===== src/design/usc_defs.svh =====
`ifndef USC_DEFS_SVH
`define USC_DEFS_SVH

// Register byte offsets
`define USC_OFF_REQUEST   6'h18
`define USC_OFF_STATUS    6'h1C
`define USC_OFF_CLEAR     6'h20
`define USC_OFF_RXWORD    6'h24
`define USC_OFF_TXWORD    6'h28
`define USC_OFF_CONTROL   6'h2C
`define USC_OFF_MASK      6'h30

// Status flag positions
`define USC_B_PARITY      0
`define USC_B_FRAMING     1
`define USC_B_NOISE       2
`define USC_B_OVERRUN     3
`define USC_B_IDLE        4
`define USC_B_TXDONE      6
`define USC_B_LBREAK      8
`define USC_B_CTS         9
`define USC_B_RXTO        11
`define USC_B_EOB         12
`define USC_B_ABERR       14
`define USC_B_ABFLG       15
`define USC_B_BUSY        16
`define USC_B_MATCH       17
`define USC_B_BREAK       18
`define USC_B_MUTE        19
`define USC_B_WAKE        20
`define USC_B_TXACK       21
`define USC_B_RXACK       22

// Request register bits
`define USC_Q_AUTOBAUD    0
`define USC_Q_BREAK       1
`define USC_Q_MUTE        2

// Control register bits
`define USC_C_TRANSMITTER_ENABLE        0
`define USC_C_RECEIVER_ENABLE        1
`define USC_C_PARITY      2
`define USC_C_WAKEIE      3
`define USC_C_IDLEWAKE    4
`define USC_C_ABEN        5
`define USC_C_MATCH_LSB   8

// Writable-to-clear bit set and reset values
`define USC_CLEAR_MASK    32'h0012_1B5F
`define USC_STATUS_RST    32'h0000_0000
`define USC_CONTROL_RST   32'h0000_0000
`define USC_MASK_RST      32'h0000_0000

`endif


===== src/design/usc_pkg.sv =====
package usc_pkg;
	typedef logic [31:0] usc_word_type;
	typedef logic [8:0]  usc_char_type;
	typedef enum logic [1:0] {
		USC_BUS_IDLE,
		USC_BUS_ANSWER
	} usc_bus_type;
endpackage


===== src/design/usc_status_clear_data.sv =====
// Behaviour
// - Auto-baud error bit 14 set on detection failure, cleared by auto-baud request
// - Auto-baud bit 15 set on enable or interruption, cleared on resumed detection
// - Busy bit 16 follows reception from start bit to end, hardware only
// - Match bit 17 set on received char equal 8-bit value, clear bit 17
// - Break bit 18 set by break request, cleared at break stop bit
// - Mute bit 19 mirrors mute state; mute request sets it with idle wake
// - Wake bit 20 set on wake detect, interrupts while set if its mask bit and enable are set, clear bit 20
// - Transmit ack bit 21 set on sampled enable; enable drop requests idle frame
// - Receive ack bit 22 set once receiver sampled its enable
// - Clear bits 0..4 at 0x20 clear parity, framing, noise, overrun, idle
// - Clear bits 6,8,9,11,12 clear tx-done, break, cts, timeout, end-of-block
// - Receive word at 0x24 gives 9-bit character, top bit parity when enabled
// - Transmit word at 0x28 holds 9 bits; top bit replaced by parity when enabled
// - Auto-baud request clears auto-baud flag and arms fresh measurement
// - Wake interrupt only when its enable is set and wake flag sets
// - Mute request puts the receiver into mute mode when idle wake is selected; here it only sets mute bit 19, no output reaches the receiver
//
// The implementer's own choice: the Avalon-MM interface to the registers.
`timescale 1ns/1ps
`include "usc_defs.svh"

module usc_status_clear_data (
	// Clock and reset
	input  wire logic                  clk_sys,
	input  wire logic                  arst_n,
	// Avalon-MM slave
	input  wire logic [5:0]            address,
	input  wire logic                  read,
	input  wire logic                  write,
	input  wire usc_pkg::usc_word_type writedata,
	output usc_pkg::usc_word_type      readdata,
	output logic                       waitrequest,
	// Receiver events
	input  wire logic                  ev_parity_err,
	input  wire logic                  ev_framing_err,
	input  wire logic                  ev_noise_err,
	input  wire logic                  ev_overrun,
	input  wire logic                  ev_idle_line,
	input  wire logic                  ev_line_break,
	input  wire logic                  ev_cts_change,
	input  wire logic                  ev_rx_timeout,
	input  wire logic                  ev_end_of_block,
	input  wire logic                  ev_rx_start,
	input  wire logic                  ev_rx_done,
	input  wire usc_pkg::usc_char_type rx_char,
	input  wire logic                  ev_wake_detect,
	input  wire logic                  ev_mute_enter,
	input  wire logic                  ev_mute_exit,
	input  wire logic                  ev_autobaud_fail,
	input  wire logic                  ev_autobaud_abort,
	input  wire logic                  ev_autobaud_resume,
	// Transmitter events
	input  wire logic                  ev_tx_done,
	input  wire logic                  ev_break_stop,
	input  wire logic                  tx_enable_sampled,
	input  wire logic                  rx_enable_sampled,
	// Controls to the shifters
	output logic                       transmitter_enable,
	output logic                       receiver_enable,
	output logic                       autobaud_arm,
	output logic                       break_send_pulse,
	output logic                       idle_frame_request,
	output usc_pkg::usc_char_type      outgoing_word,
	// Interrupt
	output logic                       irq
);
	import usc_pkg::*;

	usc_word_type status_flags;
	usc_word_type control;
	usc_word_type int_mask;
	usc_char_type received_word;
	usc_char_type tx_store;
	usc_bus_type  bus_state;
	usc_word_type next_readdata;
	logic         wr_hit;
	logic         ab_en_q;
	logic         parity_on;
	logic [7:0]   match_value;
	logic         req_wr;
	usc_word_type clr_bits;
	usc_word_type set_bits;
	usc_word_type wake_sel;

	// Writes commit at the edge that samples waitrequest low, never earlier
	assign wr_hit      = write && (bus_state == USC_BUS_ANSWER);
	assign req_wr      = wr_hit && address == `USC_OFF_REQUEST;
	assign wake_sel    = 32'h1 << `USC_B_WAKE;
	assign parity_on   = control[`USC_C_PARITY];
	assign match_value = control[`USC_C_MATCH_LSB +: 8];

	// One wait cycle per access, answer on the second edge
	always_ff @(posedge clk_sys or negedge arst_n) begin
		if (!arst_n) begin
			bus_state   <= USC_BUS_IDLE;
			waitrequest <= 1'b1;
		end else begin
			case (bus_state)
				USC_BUS_IDLE: begin
					if (read || write) begin
						bus_state   <= USC_BUS_ANSWER;
						waitrequest <= 1'b0;
					end
				end
				USC_BUS_ANSWER: begin
					bus_state   <= USC_BUS_IDLE;
					waitrequest <= 1'b1;
				end
				default: begin
					bus_state   <= USC_BUS_IDLE;
					waitrequest <= 1'b1;
				end
			endcase
		end
	end

	// Read multiplexer, unmapped reads return zero
	always_comb begin
		next_readdata = 32'h0000_0000;
		case (address)
			`USC_OFF_STATUS:  next_readdata = status_flags;
			`USC_OFF_RXWORD:  next_readdata = {23'h000000, received_word};
			`USC_OFF_TXWORD:  next_readdata = {23'h000000, tx_store};
			`USC_OFF_CONTROL: next_readdata = control;
			`USC_OFF_MASK:    next_readdata = int_mask;
			default:          next_readdata = 32'h0000_0000;
		endcase
	end

	// Read data registered with the answer
	always_ff @(posedge clk_sys or negedge arst_n) begin
		if (!arst_n) begin
			readdata <= 32'h0000_0000;
		end else if (read && bus_state == USC_BUS_IDLE) begin
			readdata <= next_readdata;
		end
	end

	// Control and mask registers; the status register is not writable
	always_ff @(posedge clk_sys or negedge arst_n) begin
		if (!arst_n) begin
			control  <= `USC_CONTROL_RST;
			int_mask <= `USC_MASK_RST;
		end else if (wr_hit) begin
			if (address == `USC_OFF_CONTROL) begin
				control <= writedata;
			end
			if (address == `USC_OFF_MASK) begin
				int_mask <= writedata;
			end
		end
	end

	// Enables to the shifters and idle frame on transmitter disable
	always_ff @(posedge clk_sys or negedge arst_n) begin
		if (!arst_n) begin
			transmitter_enable <= 1'b0;
			receiver_enable    <= 1'b0;
			idle_frame_request <= 1'b0;
			ab_en_q            <= 1'b0;
		end else begin
			transmitter_enable <= control[`USC_C_TRANSMITTER_ENABLE];
			receiver_enable    <= control[`USC_C_RECEIVER_ENABLE];
			idle_frame_request <= transmitter_enable && !control[`USC_C_TRANSMITTER_ENABLE];
			ab_en_q            <= control[`USC_C_ABEN];
		end
	end

	// Request strobes towards the shifters
	always_ff @(posedge clk_sys or negedge arst_n) begin
		if (!arst_n) begin
			autobaud_arm     <= 1'b0;
			break_send_pulse <= 1'b0;
		end else begin
			autobaud_arm     <= wr_hit && address == `USC_OFF_REQUEST
				&& writedata[`USC_Q_AUTOBAUD];
			break_send_pulse <= wr_hit && address == `USC_OFF_REQUEST
				&& writedata[`USC_Q_BREAK];
		end
	end

	// Transmit word; parity position replaced when parity is on
	always_ff @(posedge clk_sys or negedge arst_n) begin
		if (!arst_n) begin
			tx_store      <= 9'h000;
			outgoing_word <= 9'h000;
		end else begin
			if (wr_hit && address == `USC_OFF_TXWORD) begin
				tx_store <= writedata[8:0];
			end
			outgoing_word <= parity_on ? {^tx_store[7:0], tx_store[7:0]} : tx_store;
		end
	end

	// Receive word captured at end of character
	always_ff @(posedge clk_sys or negedge arst_n) begin
		if (!arst_n) begin
			received_word <= 9'h000;
		end else if (ev_rx_done) begin
			received_word <= rx_char;
		end
	end

	// Set and clear vectors of the sticky flags
	always_comb begin
		clr_bits = 32'h0000_0000;
		set_bits = 32'h0000_0000;
		if (wr_hit && address == `USC_OFF_CLEAR) begin
			clr_bits = writedata & `USC_CLEAR_MASK;
		end
		set_bits[`USC_B_PARITY]  = ev_parity_err;
		set_bits[`USC_B_FRAMING] = ev_framing_err;
		set_bits[`USC_B_NOISE]   = ev_noise_err;
		set_bits[`USC_B_OVERRUN] = ev_overrun;
		set_bits[`USC_B_IDLE]    = ev_idle_line;
		set_bits[`USC_B_TXDONE]  = ev_tx_done;
		set_bits[`USC_B_LBREAK]  = ev_line_break;
		set_bits[`USC_B_CTS]     = ev_cts_change;
		set_bits[`USC_B_RXTO]    = ev_rx_timeout;
		set_bits[`USC_B_EOB]     = ev_end_of_block;
		set_bits[`USC_B_MATCH]   = ev_rx_done && rx_char[7:0] == match_value;
		set_bits[`USC_B_WAKE]    = ev_wake_detect;
	end

	// Sticky status flags: set wins over clear, bus writes to the status offset never reach this word
	always_ff @(posedge clk_sys or negedge arst_n) begin
		if (!arst_n) begin
			status_flags <= `USC_STATUS_RST;
		end else begin
			status_flags <= (status_flags & ~clr_bits) | set_bits;
			// Auto-baud error: request clears, failure sets
			if (ev_autobaud_fail) begin
				status_flags[`USC_B_ABERR] <= 1'b1;
			end else if (req_wr && writedata[`USC_Q_AUTOBAUD]) begin
				status_flags[`USC_B_ABERR] <= 1'b0;
			end
			// Auto-baud flag
			if ((control[`USC_C_ABEN] && !ab_en_q) || ev_autobaud_abort) begin
				status_flags[`USC_B_ABFLG] <= 1'b1;
			end else if (ev_autobaud_resume || (req_wr && writedata[`USC_Q_AUTOBAUD])) begin
				status_flags[`USC_B_ABFLG] <= 1'b0;
			end
			// Busy follows reception
			if (ev_rx_start) begin
				status_flags[`USC_B_BUSY] <= 1'b1;
			end else if (ev_rx_done) begin
				status_flags[`USC_B_BUSY] <= 1'b0;
			end
			// Break pending
			if (req_wr && writedata[`USC_Q_BREAK]) begin
				status_flags[`USC_B_BREAK] <= 1'b1;
			end else if (ev_break_stop) begin
				status_flags[`USC_B_BREAK] <= 1'b0;
			end
			// Mute state
			if (ev_mute_enter || (req_wr && writedata[`USC_Q_MUTE]
				&& control[`USC_C_IDLEWAKE])) begin
				status_flags[`USC_B_MUTE] <= 1'b1;
			end else if (ev_mute_exit) begin
				status_flags[`USC_B_MUTE] <= 1'b0;
			end
			// Enable acknowledges follow the sampled enables
			status_flags[`USC_B_TXACK] <= tx_enable_sampled;
			status_flags[`USC_B_RXACK] <= rx_enable_sampled;
		end
	end

	// Level interrupt: masked status; the wake bit also needs its own enable
	always_ff @(posedge clk_sys or negedge arst_n) begin
		if (!arst_n) begin
			irq <= 1'b0;
		end else begin
			irq <= |(status_flags & int_mask & ~wake_sel)
				|| (status_flags[`USC_B_WAKE] && int_mask[`USC_B_WAKE]
				&& control[`USC_C_WAKEIE]);
		end
	end

	// Checks
	a_match_sets: assert property (@(posedge clk_sys) disable iff (!arst_n)
		ev_rx_done && rx_char[7:0] == match_value |=> status_flags[`USC_B_MATCH])
		else $error("match flag not set");
	a_busy_start: assert property (@(posedge clk_sys) disable iff (!arst_n)
		ev_rx_start |=> status_flags[`USC_B_BUSY])
		else $error("busy not set on start");
	a_busy_done: assert property (@(posedge clk_sys) disable iff (!arst_n)
		ev_rx_done && !ev_rx_start |=> !status_flags[`USC_B_BUSY])
		else $error("busy not cleared");
	a_clear_parity: assert property (@(posedge clk_sys) disable iff (!arst_n)
		wr_hit && address == `USC_OFF_CLEAR && writedata[0] && !ev_parity_err
		|=> !status_flags[`USC_B_PARITY])
		else $error("parity flag not cleared");
	a_clear_eob: assert property (@(posedge clk_sys) disable iff (!arst_n)
		wr_hit && address == `USC_OFF_CLEAR && writedata[12] && !ev_end_of_block
		|=> !status_flags[`USC_B_EOB])
		else $error("end-of-block flag not cleared");
	a_break_req: assert property (@(posedge clk_sys) disable iff (!arst_n)
		wr_hit && address == `USC_OFF_REQUEST && writedata[1]
		|=> status_flags[`USC_B_BREAK] && break_send_pulse)
		else $error("break request not taken");
	a_status_ro: assert property (@(posedge clk_sys) disable iff (!arst_n)
		wr_hit && address == `USC_OFF_STATUS && !ev_parity_err && !ev_framing_err
		|=> status_flags[1:0] == $past(status_flags[1:0]))
		else $error("status write changed a flag");
	a_wake_irq: assert property (@(posedge clk_sys) disable iff (!arst_n)
		(ev_wake_detect && control[`USC_C_WAKEIE] && int_mask[`USC_B_WAKE])
		##1 (control[`USC_C_WAKEIE] && int_mask[`USC_B_WAKE]) |=> irq)
		else $error("wake interrupt missing");
	a_abaud_req: assert property (@(posedge clk_sys) disable iff (!arst_n)
		wr_hit && address == `USC_OFF_REQUEST && writedata[0] && !ev_autobaud_fail
		|=> !status_flags[`USC_B_ABERR] && autobaud_arm)
		else $error("auto-baud request not handled");
	a_parity_tx: assert property (@(posedge clk_sys) disable iff (!arst_n)
		parity_on |=> outgoing_word[8] == ^$past(tx_store[7:0]))
		else $error("parity bit not generated");

	// Hardware-driven flags and the idle frame request
	a_wake_sets: assert property (@(posedge clk_sys) disable iff (!arst_n)
		ev_wake_detect |=> status_flags[`USC_B_WAKE])
		else $error("wake flag not set");
	a_aberr_sets: assert property (@(posedge clk_sys) disable iff (!arst_n)
		ev_autobaud_fail |=> status_flags[`USC_B_ABERR])
		else $error("auto-baud error flag not set");
	a_abflg_sets: assert property (@(posedge clk_sys) disable iff (!arst_n)
		ev_autobaud_abort |=> status_flags[`USC_B_ABFLG])
		else $error("auto-baud flag not set on abort");
	a_abflg_resume: assert property (@(posedge clk_sys) disable iff (!arst_n)
		ev_autobaud_resume && !ev_autobaud_abort && !(control[`USC_C_ABEN] && !ab_en_q)
		|=> !status_flags[`USC_B_ABFLG])
		else $error("auto-baud flag not cleared on resume");
	a_break_stop: assert property (@(posedge clk_sys) disable iff (!arst_n)
		ev_break_stop && !(req_wr && writedata[`USC_Q_BREAK])
		|=> !status_flags[`USC_B_BREAK])
		else $error("break flag not cleared at stop bit");
	a_mute_exit: assert property (@(posedge clk_sys) disable iff (!arst_n)
		ev_mute_exit && !ev_mute_enter && !(req_wr && writedata[`USC_Q_MUTE])
		|=> !status_flags[`USC_B_MUTE])
		else $error("mute flag not cleared on wake");
	a_tx_ack: assert property (@(posedge clk_sys) disable iff (!arst_n)
		1'b1 |=> status_flags[`USC_B_TXACK] == $past(tx_enable_sampled))
		else $error("transmit acknowledge not following");
	a_rx_ack: assert property (@(posedge clk_sys) disable iff (!arst_n)
		1'b1 |=> status_flags[`USC_B_RXACK] == $past(rx_enable_sampled))
		else $error("receive acknowledge not following");
	a_idle_frame: assert property (@(posedge clk_sys) disable iff (!arst_n)
		transmitter_enable && !control[`USC_C_TRANSMITTER_ENABLE] |=> idle_frame_request)
		else $error("idle frame not requested");

	// Bus-side clears and requests
	a_clear_overrun: assert property (@(posedge clk_sys) disable iff (!arst_n)
		wr_hit && address == `USC_OFF_CLEAR && writedata[`USC_B_OVERRUN] && !ev_overrun
		|=> !status_flags[`USC_B_OVERRUN])
		else $error("overrun flag not cleared");
	a_clear_txdone: assert property (@(posedge clk_sys) disable iff (!arst_n)
		wr_hit && address == `USC_OFF_CLEAR && writedata[`USC_B_TXDONE] && !ev_tx_done
		|=> !status_flags[`USC_B_TXDONE])
		else $error("transmit complete flag not cleared");
	a_match_clear: assert property (@(posedge clk_sys) disable iff (!arst_n)
		wr_hit && address == `USC_OFF_CLEAR && writedata[`USC_B_MATCH]
		&& !(ev_rx_done && rx_char[7:0] == match_value) |=> !status_flags[`USC_B_MATCH])
		else $error("match flag not cleared");
	a_wake_clear: assert property (@(posedge clk_sys) disable iff (!arst_n)
		wr_hit && address == `USC_OFF_CLEAR && writedata[`USC_B_WAKE] && !ev_wake_detect
		|=> !status_flags[`USC_B_WAKE])
		else $error("wake flag not cleared");
	a_mute_req: assert property (@(posedge clk_sys) disable iff (!arst_n)
		req_wr && writedata[`USC_Q_MUTE] && control[`USC_C_IDLEWAKE]
		|=> status_flags[`USC_B_MUTE])
		else $error("mute request not taken");

	// Data path and interrupt
	a_rx_word: assert property (@(posedge clk_sys) disable iff (!arst_n)
		ev_rx_done |=> received_word == $past(rx_char))
		else $error("received word not captured");
	a_tx_keep: assert property (@(posedge clk_sys) disable iff (!arst_n)
		!parity_on |=> outgoing_word == $past(tx_store))
		else $error("transmit word altered without parity");
	a_wake_quiet: assert property (@(posedge clk_sys) disable iff (!arst_n)
		!control[`USC_C_WAKEIE] && (status_flags & int_mask & ~wake_sel) == 32'h0000_0000
		|=> !irq)
		else $error("interrupt without enabled source");

endmodule


===== config.mk =====
export PLATFORM = sky130hd
export DESIGN_NAME = usc_status_clear_data
export DESIGN_NICKNAME = d
export VERILOG_FILES = /design/src/design/usc_pkg.sv /design/src/design/usc_status_clear_data.sv
export VERILOG_INCLUDE_DIRS = /design/src /design/src/design
export SDC_FILE = /design/constraint.sdc
export NUM_CORES = 1
export LEC_CHECK = 0
export BUFFER_PORTS_ARGS = -buffer_cell sky130_fd_sc_hd__clkbuf_2
export CAP_MARGIN = 10
export CORE_UTILIZATION = 50
export CTS_CLUSTER_DIAMETER = 30
export CTS_CLUSTER_SIZE = 25
export DETAILED_ROUTE_END_ITERATION = 12
export PLACE_DENSITY = 0.79
export SYNTH_ARGS = -nofsm -noshare
export SYNTH_HDL_FRONTEND = slang
export SYNTH_SLANG_ARGS = --single-unit

===== constraint.sdc =====
create_clock -name clk_sys -period 1.48 [get_ports clk_sys]
set_input_delay 0.148 -clock clk_sys [delete_from_list [all_inputs] [get_ports clk_sys]]
set_output_delay 0.148 -clock clk_sys [all_outputs]
set_load 0.01 [all_outputs]

==> reports/results.ini <==
[final_layout]
utilization_pct=71.3
diodes=0
layout-drive-gt1-share_pct=44.6
final_cell_mix=150 x dfrtp_1, 118 x clkbuf_2, 71 x mux2_4
syn_to_final_growth_pct=36.7
final_common_cell=dfrtp_1
final_nets=731

[drt]
post_drt_wl_per_cell_um=21.0
viasPerCell=5.80
dr.pass1.iters=6
drtAntennaViolNets=0
dr_total_vias=4869
remaining_drc_errors=0
routed_wl_um=17600
drt-initial-drc-count=464

[cts]
cts_tree=built
cts_buffer_depth=2
htreeDepth=4
clkLatencyLatePin_ps=430
cts_buffers=17
path_clk_slew_ps=60
clock_sinks=151
cts_root_buf=clkbuf_16

[logic_synthesis]
synth_area_leaders=dfrtp_1 59%, mux2_2 10%, mux2_4 7.1%, a222oi_1 3.0%, nand2_1 2.8%
synth_top_area_share_pct=58.9
yosys_warnings=0
async_flop_share_pct=100
ys.flop_type=dfrtp_1
synth-edff-count=0
synth_area_um2=6370
synth_area_leader_cell=dfrtp_1
synthDistinctLibCells=42
avgSynthCellArea_um2=13.6
netlist_instances=470
synth-seq-cells=151
seq_area_frac_synth_pct=59.3
synth_nets=542

[global_route]
track_usage_pct=28.1
grt_pass1_vias=5028
grt_max_degree=43
overflow=0
grt_pass1_wl_um=27300
antenna_found_initial=0

[timing]
finalCritPeriodShare_pct=102
skew_ps=5.45
slew_headroom_pct=54.0
finalWorstSetupSlack_ps=-23.3
maxSlewViolCount=0
rsz0062_at_grt=yes
tightest_slew_ps=689
fin_crit_ps=1500
hold_viol=0
fmax_ghz=0.665
setup_violations=4

[floorplanning]
dieArea_um2=13200
io-pin-count=120
fp.dieH_um=115
start_util_pct=52.2
rows=40
chipWidth_um=115
core-area_um2=12200

[hold_path]
hp-class=in -> reg

[setup_path]
arrival_ps=1820
cp.required_ps=1790
path_max_fanout=6
cp-end-kind=register
critPathKind=reg -> reg
cp-start-kind=register

[pwr]
p_per_area_nw_per_um2=1180
irDropWorstVdd_mv=0.783
p_leak_uw=0.00417
power.total_uw=10300

[placed_design]
portBuffers=119
hpwl_um=11300
gp_congestion=0.843

[run]
cap_violations=0

[outcome]
violations=setup timing
status=complete, but fails checks

==> Yosys cell counts (2+ instances only) <==
master    instances
buf_6             3
nor3_2            2
nor2b_1           4
a21o_1           15
a222oi_1         19
a22oi_1          13
a21oi_1           2
nand2_1          47
xor2_1            3
xnor2_1          12
a311o_1           2
nand2b_1          2
a22o_1           12
nand4_1           2
mux2_2           59
o21ai_0          33
nor2_1            5
mux2_4           30
a221oi_1          5
clkbuf_1         13
dfrtp_1         150
nand3b_1          3
inv_1             4
nor3_1            2
buf_2            11
==> final cells by class <==
cell class	count	area, µm²
sequential	151	3780
timing repair buffer	197	1410
fill	829	3500
clock buffer	19	453
tap	168	210
inverter	4	15.0
multi-input combinational	288	2680
clock inverter	13	169
==> metrics by stage <==
step / area, µm² / setup TNS [ps] / hold slack, ps / setup WS, ps / cells
6_report: 8710 / -57.5 / 12.8 / -23.3 / 840
5_1_grt: 8710 / -588 / 4.65 / -83.8 / 840
4_1_cts: 8620 / 0 / 2.50 / 14.8 / 836
3_5_place_dp: 7540 / -33190 / 83.9 / -369 / 760
3_3_place_gp: 7540 / -28960 / 79.2 / -275 / 760
2_1_floorplan: 6610 / -22920 / -148 / -334 / 470
==> final timing paths <==
| kind | start | end | slack [ps] | depth (start not counted) |
|---|---|---|---|---|
| max | bus_state[0]$_DFFE_PN0P_ | status_flags[17]$_DFF_PN0_ | -20 | 7 |
| min | writedata[25] | int_mask[25]$_DFFE_PN0P_ | 10 | 2 |
| max reg2reg | bus_state[0]$_DFFE_PN0P_ | status_flags[17]$_DFF_PN0_ | -20 | 7 |
| min reg2reg | control[1]$_DFFE_PN0P_ | receiver_enable$_DFF_PN0_ | 440 | 0 |
| max in group asynchronous | arst_n | int_mask[25]$_DFFE_PN0P_ | 660 | 3 |
| min in group asynchronous | arst_n | readdata[23]$_DFFE_PN0P_ | 210 | 2 |
==> layer usage <==
layer  GRT usage, %  wire (µm)
met5              0          0
met4           10.4        508
met3           7.22       1430
met2           43.5       8310
met1           38.3       7360
==> flip-flops by register name, indices dropped and copies added (netlist names), 9 cells and up <==
| register | cells |
|---|---|
| control | 32 |
| int_mask | 32 |
| readdata | 32 |
| status_flags | 19 |
| outgoing_word | 9 |
| received_word | 9 |
| tx_store | 9 |
==> repair_timing <==
| item | CTS | global route |
|---|---|---|
| hold buffers | 44 | 0 |
| hold endpoints to repair | 122 | 0 |
| endpoints found under the setup margin | 2 | 42 |
| gates resized for setup | 2 | 35 |
| pin swaps | 0 | 20 |
| cloned | 0 | 1 |
| buffers inserted | 0 | 3 |
==> critical path, stage by stage (launching register included) <==
cell     delay, ps
dfrtp_1        370
nand2_2        100
buf_6          150
nor4_4         240
buf_4          170
buf_8          120
nand2_2         50
a32o_1         200
==> power breakdown <==
group / switching, µW / leakage (µW) / total (µW) / internal (µW)
Clock: 1790 / 0.000293 / 4550 / 2760
Combinational: 508 / 0.00190 / 1130 / 621
Sequential: 205 / 0.00198 / 4600 / 4390
==> cell families after synthesis <==
group,synth area share (%)
flops,59.3
compound gates,12.0
mux,17.7
simple gates,6.58
buf+inv,2.40
xor+xnor,2.06
Power figures use the tool's default switching activity.
